$ cat config.mk
export PLATFORM = sky130hd
export DESIGN_NAME = code_memory_map
export DESIGN_NICKNAME = d
export VERILOG_FILES = /design/src/core/irq_vector_table.v /design/src/core/code_memory_map.v
export VERILOG_INCLUDE_DIRS = /design/src /design/src/core
export SDC_FILE = /design/constraint.sdc
export NUM_CORES = 1
export LEC_CHECK = 0
export BUFFER_PORTS_ARGS = -buffer_cell sky130_fd_sc_hd__buf_2
export CAP_MARGIN = 20
export CORE_MARGIN = 3
export CORE_UTILIZATION = 40
export DETAILED_ROUTE_END_ITERATION = 10
export PLACE_DENSITY = 0.67
export SLEW_MARGIN = 5
export SYNTH_ARGS = -nofsm -noshare
export SYNTH_HDL_FRONTEND = slang
export SYNTH_SLANG_ARGS = --single-unit
$ cat constraint.sdc
create_clock -name i_clk -period 5.22 [get_ports i_clk]
set_input_delay 0.783 -clock i_clk [delete_from_list [all_inputs] [get_ports i_clk]]
set_output_delay 0.783 -clock i_clk [all_outputs]
set_load 0.01 [all_outputs]
$ cat src/core/code_map_map.vh
`ifndef CODE_MAP_MAP_VH
`define CODE_MAP_MAP_VH

// ==========================================================================
// code memory layout
`define RESET_VECTOR 16'h0000
`define VEC_EXT_ZERO 16'h0003
`define VEC_TIMER_ZERO 16'h000b
`define VEC_EXT_ONE 16'h0013
`define VEC_TIMER_ONE 16'h001b
`define VEC_SERIAL 16'h0023
`define VEC_EXT_TWO 16'h0083
`define VEC_CONVERTER 16'h008b
`define VEC_TIMER_THREE 16'h00eb
`define SELFPROG_LOW 16'h00ec
`define SELFPROG_HIGH 16'h0fdf
`define PROTECTED_FILL 8'h00

// ==========================================================================
// register addresses
`define ADDR_STACK_POINTER 8'h81
`define ADDR_TABLE_PTR_LOW 8'h82
`define ADDR_TABLE_PTR_HIGH 8'h83
`define ADDR_TIMER_ZERO_LOW 8'h8a
`define ADDR_TIMER_ONE_LOW 8'h8b
`define ADDR_TIMER_ZERO_HIGH 8'h8c
`define ADDR_TIMER_ONE_HIGH 8'h8d
`define ADDR_SELFPROG_CMD 8'h94
`define ADDR_SELFPROG_ADDR_LOW 8'h95
`define ADDR_SELFPROG_ADDR_HIGH 8'h96
`define ADDR_SELFPROG_RAM_MAP 8'h97

// ==========================================================================
// reset values and stack steps
`define RST_STACK_POINTER 8'h07
`define RST_TABLE_PTR 8'h00
`define STACK_STEP_PUSH 8'h01
`define STACK_STEP_CALL 8'h02

// ==========================================================================
// select vector encoding, one-hot on the peripheral select output
`define SEL_TIMER_ZERO_LOW 0
`define SEL_TIMER_ONE_LOW 1
`define SEL_TIMER_ZERO_HIGH 2
`define SEL_TIMER_ONE_HIGH 3
`define SEL_SELFPROG_CMD 4
`define SEL_SELFPROG_ADDR_LOW 5
`define SEL_SELFPROG_ADDR_HIGH 6
`define SEL_SELFPROG_RAM_MAP 7

`endif

$ cat src/core/irq_vector_table.v
`timescale 1ns/1ps
`include "code_map_map.vh"

// ==========================================================================
// interrupt vector lookup, pure combinational
module irq_vector_table (
    // source index 0..7
    input wire [2:0] i_source,
    // fixed vector address
    output reg [15:0] o_vector
);

    // source order: ext0, timer0, ext1, timer1, serial, ext2, converter, timer3
    always @* begin
        case (i_source)
            3'h0: o_vector = `VEC_EXT_ZERO;
            3'h1: o_vector = `VEC_TIMER_ZERO;
            3'h2: o_vector = `VEC_EXT_ONE;
            3'h3: o_vector = `VEC_TIMER_ONE;
            3'h4: o_vector = `VEC_SERIAL;
            3'h5: o_vector = `VEC_EXT_TWO;
            3'h6: o_vector = `VEC_CONVERTER;
            default: o_vector = `VEC_TIMER_THREE;
        endcase
    end

endmodule // irq_vector_table

$ cat src/core/code_memory_map.v
`timescale 1ns/1ps
`include "code_map_map.vh"

// ==========================================================================
// code memory map, pointer registers and register address decode
module code_memory_map (
    // clock and reset
    input wire i_clk,
    input wire i_rst,
    // reset sources other than i_rst, each a synchronous level
    input wire i_reset_pin,
    input wire i_watchdog_reset,
    input wire i_low_voltage_detect,
    // program counter control from the core
    input wire i_pc_load,
    input wire [15:0] i_pc_value,
    input wire i_pc_advance,
    input wire i_irq_take,
    input wire [2:0] i_irq_source,
    output wire [15:0] o_pc,
    // register access from the core
    input wire [7:0] i_reg_addr,
    input wire i_reg_write,
    input wire i_reg_read,
    input wire [7:0] i_reg_wdata,
    input wire i_bit_access,
    input wire [2:0] i_bit_index,
    output wire [7:0] o_reg_rdata,
    output wire o_reg_hit,
    output wire o_bit_addressable,
    output wire [7:0] o_periph_select,
    // stack adjust from the core
    input wire i_stack_push,
    input wire i_stack_pop,
    input wire i_stack_call,
    input wire i_stack_return,
    output wire [7:0] o_stack_pointer,
    // table read and dump path
    input wire i_table_read,
    input wire [7:0] i_code_rdata,
    input wire i_dump_read,
    input wire i_security_enable,
    output wire [15:0] o_code_addr,
    output wire [7:0] o_table_data,
    output wire [7:0] o_dump_data,
    // self-programming target check
    input wire [15:0] i_selfprog_target,
    output wire o_selfprog_allowed
);

    // decode helpers
    function is_bit_addressable;
        input [7:0] addr;
        begin
            is_bit_addressable = (addr[2:0] == 3'h0);
        end
    endfunction

    function is_own_reg;
        input [7:0] addr;
        begin
            is_own_reg = (addr == `ADDR_STACK_POINTER) || (addr == `ADDR_TABLE_PTR_LOW) ||
                (addr == `ADDR_TABLE_PTR_HIGH);
        end
    endfunction

    reg [15:0] pc;
    reg [7:0] stack_pointer;
    reg [7:0] table_pointer_low;
    reg [7:0] table_pointer_high;
    reg [7:0] reg_rdata;
    reg [7:0] table_data;
    reg [7:0] dump_data;
    reg [7:0] next_stack_pointer;
    reg [7:0] cur_val;
    reg [7:0] write_val;
    reg [7:0] periph_select;
    wire [15:0] irq_vector;
    wire any_reset;
    wire [15:0] table_read_pointer;
    wire write_stack;
    wire write_low;
    wire write_high;

    // ======================================================================
    // vector lookup
    irq_vector_table u_vectors (
        .i_source(i_irq_source),
        .o_vector(irq_vector)
    );

    // ======================================================================
    // program counter; every reset source restarts at the reset vector
    assign any_reset = i_reset_pin | i_watchdog_reset | i_low_voltage_detect;

    always @(posedge i_clk or posedge i_rst) begin
        if (i_rst) begin
            pc <= `RESET_VECTOR;
        end else if (any_reset) begin
            pc <= `RESET_VECTOR;
        end else if (i_irq_take) begin
            pc <= irq_vector;
        end else if (i_pc_load) begin
            pc <= i_pc_value;
        end else if (i_pc_advance) begin
            pc <= pc + 16'h0001;
        end
    end

    // ======================================================================
    // byte value after a register write; bit access changes one bit only
    always @* begin
        case (i_reg_addr)
            `ADDR_STACK_POINTER: cur_val = stack_pointer;
            `ADDR_TABLE_PTR_LOW: cur_val = table_pointer_low;
            `ADDR_TABLE_PTR_HIGH: cur_val = table_pointer_high;
            default: cur_val = 8'h00;
        endcase
        write_val = i_reg_wdata;
        if (i_bit_access && is_bit_addressable(i_reg_addr)) begin
            write_val = cur_val;
            write_val[i_bit_index] = i_reg_wdata[0];
        end
    end

    // none of the own registers sit on a bit-addressable slot, so a bit write there is dropped
    assign write_stack = i_reg_write && !i_bit_access && (i_reg_addr == `ADDR_STACK_POINTER);
    assign write_low = i_reg_write && !i_bit_access && (i_reg_addr == `ADDR_TABLE_PTR_LOW);
    assign write_high = i_reg_write && !i_bit_access && (i_reg_addr == `ADDR_TABLE_PTR_HIGH);

    // ======================================================================
    // stack pointer; a direct write wins over a stack step in the same cycle
    always @* begin
        next_stack_pointer = stack_pointer;
        if (write_stack) begin
            next_stack_pointer = write_val;
        end else if (i_stack_call) begin
            next_stack_pointer = stack_pointer + `STACK_STEP_CALL;
        end else if (i_irq_take) begin
            next_stack_pointer = stack_pointer + `STACK_STEP_CALL;
        end else if (i_stack_push) begin
            next_stack_pointer = stack_pointer + `STACK_STEP_PUSH;
        end else if (i_stack_return) begin
            next_stack_pointer = stack_pointer - `STACK_STEP_CALL;
        end else if (i_stack_pop) begin
            next_stack_pointer = stack_pointer - `STACK_STEP_PUSH;
        end
    end

    always @(posedge i_clk or posedge i_rst) begin
        if (i_rst) begin
            stack_pointer <= `RST_STACK_POINTER;
        end else if (any_reset) begin
            stack_pointer <= `RST_STACK_POINTER;
        end else begin
            stack_pointer <= next_stack_pointer;
        end
    end

    // ======================================================================
    // table read pointer bytes
    always @(posedge i_clk or posedge i_rst) begin
        if (i_rst) begin
            table_pointer_low <= `RST_TABLE_PTR;
            table_pointer_high <= `RST_TABLE_PTR;
        end else if (any_reset) begin
            table_pointer_low <= `RST_TABLE_PTR;
            table_pointer_high <= `RST_TABLE_PTR;
        end else begin
            if (write_low) begin
                table_pointer_low <= write_val;
            end
            if (write_high) begin
                table_pointer_high <= write_val;
            end
        end
    end

    // single pointer pair, no bank select
    assign table_read_pointer = {table_pointer_high, table_pointer_low};

    // code address: table read uses the pointer, otherwise the fetch address
    assign o_code_addr = i_table_read ? table_read_pointer : pc;

    // ======================================================================
    // peripheral register select, one-hot; the peripherals sit outside
    always @* begin
        periph_select = 8'h00;
        case (i_reg_addr)
            `ADDR_TIMER_ZERO_LOW: periph_select[`SEL_TIMER_ZERO_LOW] = 1'b1;
            `ADDR_TIMER_ONE_LOW: periph_select[`SEL_TIMER_ONE_LOW] = 1'b1;
            `ADDR_TIMER_ZERO_HIGH: periph_select[`SEL_TIMER_ZERO_HIGH] = 1'b1;
            `ADDR_TIMER_ONE_HIGH: periph_select[`SEL_TIMER_ONE_HIGH] = 1'b1;
            `ADDR_SELFPROG_CMD: periph_select[`SEL_SELFPROG_CMD] = 1'b1;
            `ADDR_SELFPROG_ADDR_LOW: periph_select[`SEL_SELFPROG_ADDR_LOW] = 1'b1;
            `ADDR_SELFPROG_ADDR_HIGH: periph_select[`SEL_SELFPROG_ADDR_HIGH] = 1'b1;
            `ADDR_SELFPROG_RAM_MAP: periph_select[`SEL_SELFPROG_RAM_MAP] = 1'b1;
            default: periph_select = 8'h00;
        endcase
    end

    assign o_periph_select = periph_select;
    assign o_reg_hit = is_own_reg(i_reg_addr);
    assign o_bit_addressable = is_bit_addressable(i_reg_addr);

    // ======================================================================
    // registered read data; bit reads return the chosen bit in bit 0
    always @(posedge i_clk or posedge i_rst) begin
        if (i_rst) begin
            reg_rdata <= 8'h00;
        end else if (i_reg_read) begin
            if (i_bit_access) begin
                reg_rdata <= {7'h00, cur_val[i_bit_index]};
            end else begin
                reg_rdata <= cur_val;
            end
        end
    end

    // ======================================================================
    // code data paths; protection masks only the dump path
    always @(posedge i_clk or posedge i_rst) begin
        if (i_rst) begin
            table_data <= 8'h00;
            dump_data <= 8'h00;
        end else begin
            if (i_table_read) begin
                table_data <= i_code_rdata;
            end
            if (i_dump_read) begin
                dump_data <= i_security_enable ? `PROTECTED_FILL : i_code_rdata;
            end
        end
    end

    // ======================================================================
    // self-programming target window; the top area is refused outright
    assign o_selfprog_allowed = (i_selfprog_target >= `SELFPROG_LOW) &&
        (i_selfprog_target <= `SELFPROG_HIGH);

    assign o_pc = pc;
    assign o_stack_pointer = stack_pointer;
    assign o_reg_rdata = reg_rdata;
    assign o_table_data = table_data;
    assign o_dump_data = dump_data;

endmodule // code_memory_map

==> reports/qor.tcl <==
set qor(synth_seq_area_share_pct) 38.3
set qor(worst_hold_depth) 1
set qor(timing.critical_path.depth) 5
set qor(combined_global_route_utilization_of_all_metal_layers_pct) 20.2
set qor(worst_slew_pin_slew_ns) 1.00
set qor(outcome) {complete, no violations}
set qor(max_slew_margin_pct) 32.8
set qor(kind_of_start_point_of_the_critical_path) {primary input}
set qor(crit_family) {simple AND/OR/NAND/NOR gates}
set qor(cp_data_required_time_ns) 4.44
set qor(std_cell_rows) 36
set qor(clk_pin_slew_ns) 0.07
set qor(vias_in_the_first_global_route) 3865
set qor(power_density_nw_per_um2) 218
set qor(cp_num_buf_inv) 2
set qor(cell_with_the_largest_stage_delay_on_the_worst_path) {sky130_fd_sc_hd__or4b_4}
set qor(detail_route.vias_per_cell) 5.34
set qor(synthToLayoutAreaGrowth_pct) 23.8
set qor(grt_remaining_overflow) 0
set qor(warnings_from_yosys) 0
set qor(timing.final.crit_share_pct) 54.8
set qor(min_period_ns) 2.86
set qor(synth_edf_count) 0
set qor(syn_avg_cell_area_um2) 8.65
set qor(setup_repair_after_global_routing_missed_its_margin) {no}
set qor(finalHoldViolCount) 0
set qor(total_standard_cell_area_after_synthesis_um2) 4200
set qor(async_flop_share_pct) 100
set qor(number_of_antenna_violations_at_the_first_check_in_global_routing) 0
set qor(ys_ff_latch) 64
set qor(gp_routability_congestion) 0.854
set qor(num_antenna_cells) 0
set qor(cp_max_fanout) 5
set qor(max_stage_delay_ns) 0.56
set qor(cts-resized-gates) 0
set qor(syn-num-nets) 571
set qor(timing.setup.tns_ns) 0
set qor(path_class) {in2out}
set qor(die_area_um2) 11800
set qor(crit_path_cell_trace) {buf_2 > or4b_4 > or3_4 > nor2_1 > buf_2}
set qor(drive_gt1_share_pct) 33.9
set qor(crit_top_cell) {sky130_fd_sc_hd__buf_2}
set qor(io_pins) 155
set qor(multi_input_comb_area_um2) 2350
set qor(clock_tree_from_tritoncts) {built}
set qor(final_max_slew_viol_count) 0
set qor(drt-initial-drc-count) 232
set qor(yosys_most_used_dff) {sky130_fd_sc_hd__dfrtp_1}
set qor(clock-sinks) 64
set qor(final.fill_count) 989
set qor(drt_pre_antenna_iters) 6
set qor(finalNetCount) 704
set qor(finalSetupViolations) 0
set qor(layout_common_cells) {152 x sky130_fd_sc_hd__buf_2, 61 x sky130_fd_sc_hd__dfrtp_1, 54 x sky130_fd_sc_hd__nor2_1}
set qor(timing.max_cap.violations) 0
set qor(critical_path_arrival_ns) 2.08
set qor(post_cts_buffers) 0
set qor(hold-worst-slack_ns) 0.505
set qor(cts.root.buffer_cell) {sky130_fd_sc_hd__clkbuf_8}
set qor(power_leakage_nw) 2.54
set qor(die_width_um) 108
set qor(finClkSkew_ns) 0.0114
set qor(postRouteWirelength_um) 12100
set qor(first_pass_grt_wire_length_um) 18900
set qor(seq_area_um2) 1610
set qor(synth.lib_cells_used.distinct) 59
set qor(initial_utilization_pct) 42.0
set qor(clock_buffers_created_by_tritoncts) 9
set qor(htreeDepth) 3
set qor(die_h_um) 108
set qor(ir_worst_vdd_v) 0.000110
set qor(io_buffer_count) 152
set qor(max_freq_mhz) 350
set qor(post-dp-hpwl_um) 9270
set qor(grt_max_degree) 65
set qor(end_kind) {primary output}
set qor(worst_hold_startpoint) {o_table_data[5]$_DFFE_PP0P_}
set qor(post_drt_wl_per_cell_um) 16.0
set qor(crit-reg2reg-launch) {o_stack_pointer[1]$_DFFE_PP1N_}
set qor(commonest_non_fill_non_tap_cell_in_the_layout) {sky130_fd_sc_hd__buf_2}
set qor(cts_hold_buffers) 0
set qor(final_util_pct) 52.0
set qor(core-area_um2) 10000
set qor(r2r.worst_path.cells) 8
set qor(holdCritPathClass) {reg2reg}
set qor(final_antenna_net_count) 0
set qor(clock_tree.buffer_depth) 2
set qor(startpoint) {i_reg_addr[5]}
set qor(post-route-drc-count) 0
set qor(syn_inst) 485
set qor(via_count) 4037
set qor(clk-insertion-delay-late_ns) 0.34
-- state kept, by name, summed over array words and instances, names as in the netlist --
name / cells
o_dump_data: 8
o_pc: 16
o_reg_rdata: 8
o_stack_pointer: 8
o_table_data: 8
table_pointer_high: 8
table_pointer_low: 8
-- synthesized netlist by cell type (10+ instances only) --
cell	count	area, um2
sky130_fd_sc_hd__dfrtp_1	61	1530
sky130_fd_sc_hd__nor2_1	54	203
sky130_fd_sc_hd__nand2_1	40	150
sky130_fd_sc_hd__o21ai_0	31	155
sky130_fd_sc_hd__mux2_2	29	327
sky130_fd_sc_hd__inv_1	27	101
sky130_fd_sc_hd__a21oi_1	24	120
sky130_fd_sc_hd__nand3_1	24	120
sky130_fd_sc_hd__nor3_1	24	120
sky130_fd_sc_hd__clkbuf_1	22	82.6
sky130_fd_sc_hd__mux2i_1	14	140
sky130_fd_sc_hd__xnor2_1	10	87.6
sky130_fd_sc_hd__xor2_1	10	87.6
-- cell families after synthesis --
family                     count (synthesis)  synth area share [%]
muxes                                     44                  11.4
xor gates and xnor gates                  20                  4.17
adders and majority gates                  6                  1.79
and+or+nand+nor                          187                  23.1
buffers and inverters                     59                  5.81
DFF                                       64                  38.3
AOI/OAI and AO/OA                        105                  15.5
-- metal layers --
layer	up-vias	track usage [%]	routed length [um]
met3	22	3.16	601
met4	0	7.21	299
met2	124	33.5	5930
met1	1896	26.7	5290
met5	-	0	0
li1	1995	-	-
-- area by class of cell --
class	count	share of cell area [%]
sequential	64	30.9
timing repair buffer	154	14.9
clock inverter	3	0.771
multi-input combinational	362	45.2
inverter	27	1.95
tap	133	3.20
clock buffer	13	3.06
-- final timing paths --
kind | end | slack, ns
worst max-delay path | o_reg_hit | 2.36
worst min-delay path | o_table_data[5]$_DFFE_PP0P_ | 0.50
worst max register to register | o_stack_pointer[7]$_DFFE_PP0N_ | 3.17
worst min register to register | o_table_data[5]$_DFFE_PP0P_ | 0.50
max in group asynchronous | o_pc[0]$_DFFE_PP0P_ | 4.01
min in group asynchronous | o_reg_rdata[3]$_DFFE_PP0P_ | 0.68
-- report_power, final --
| group | switching (W) | total (W) | leakage [nW] | internal, W |
|---|---|---|---|---|
| combinational | 0.000101 | 0.000173 | 1.58 | 0.0000723 |
| sequential | 0.0000123 | 0.000524 | 0.855 | 0.000512 |
| clock | 0.000190 | 0.000435 | 0.103 | 0.000246 |
| total | 0.000303 | 0.00113 | 2.54 | 0.000830 |
-- worst reg2reg max path, stage by stage (launching register included) --
cell	delay, ns
sky130_fd_sc_hd__dfstp_2	0.61
sky130_fd_sc_hd__inv_1	0.14
sky130_fd_sc_hd__ha_1	0.22
sky130_fd_sc_hd__nand3b_1	0.08
sky130_fd_sc_hd__nand4_1	0.15
sky130_fd_sc_hd__inv_1	0.12
sky130_fd_sc_hd__a32oi_1	0.07
sky130_fd_sc_hd__or3_1	0.39
sky130_fd_sc_hd__a32oi_1	0.19
-- through the flow --
step	instance area [um2]	total power [W]	instances	worst slack, ns
floorplan	4200	0.000633	485	2.55
global placement	5000	0.000703	740	2.33
detailed placement	5000	0.000707	740	2.30
CTS	5190	0.00114	756	2.36
global route	5190	0.00118	756	2.32
finish	5190	0.00113	756	2.36
Power figures use the tool's default switching activity.
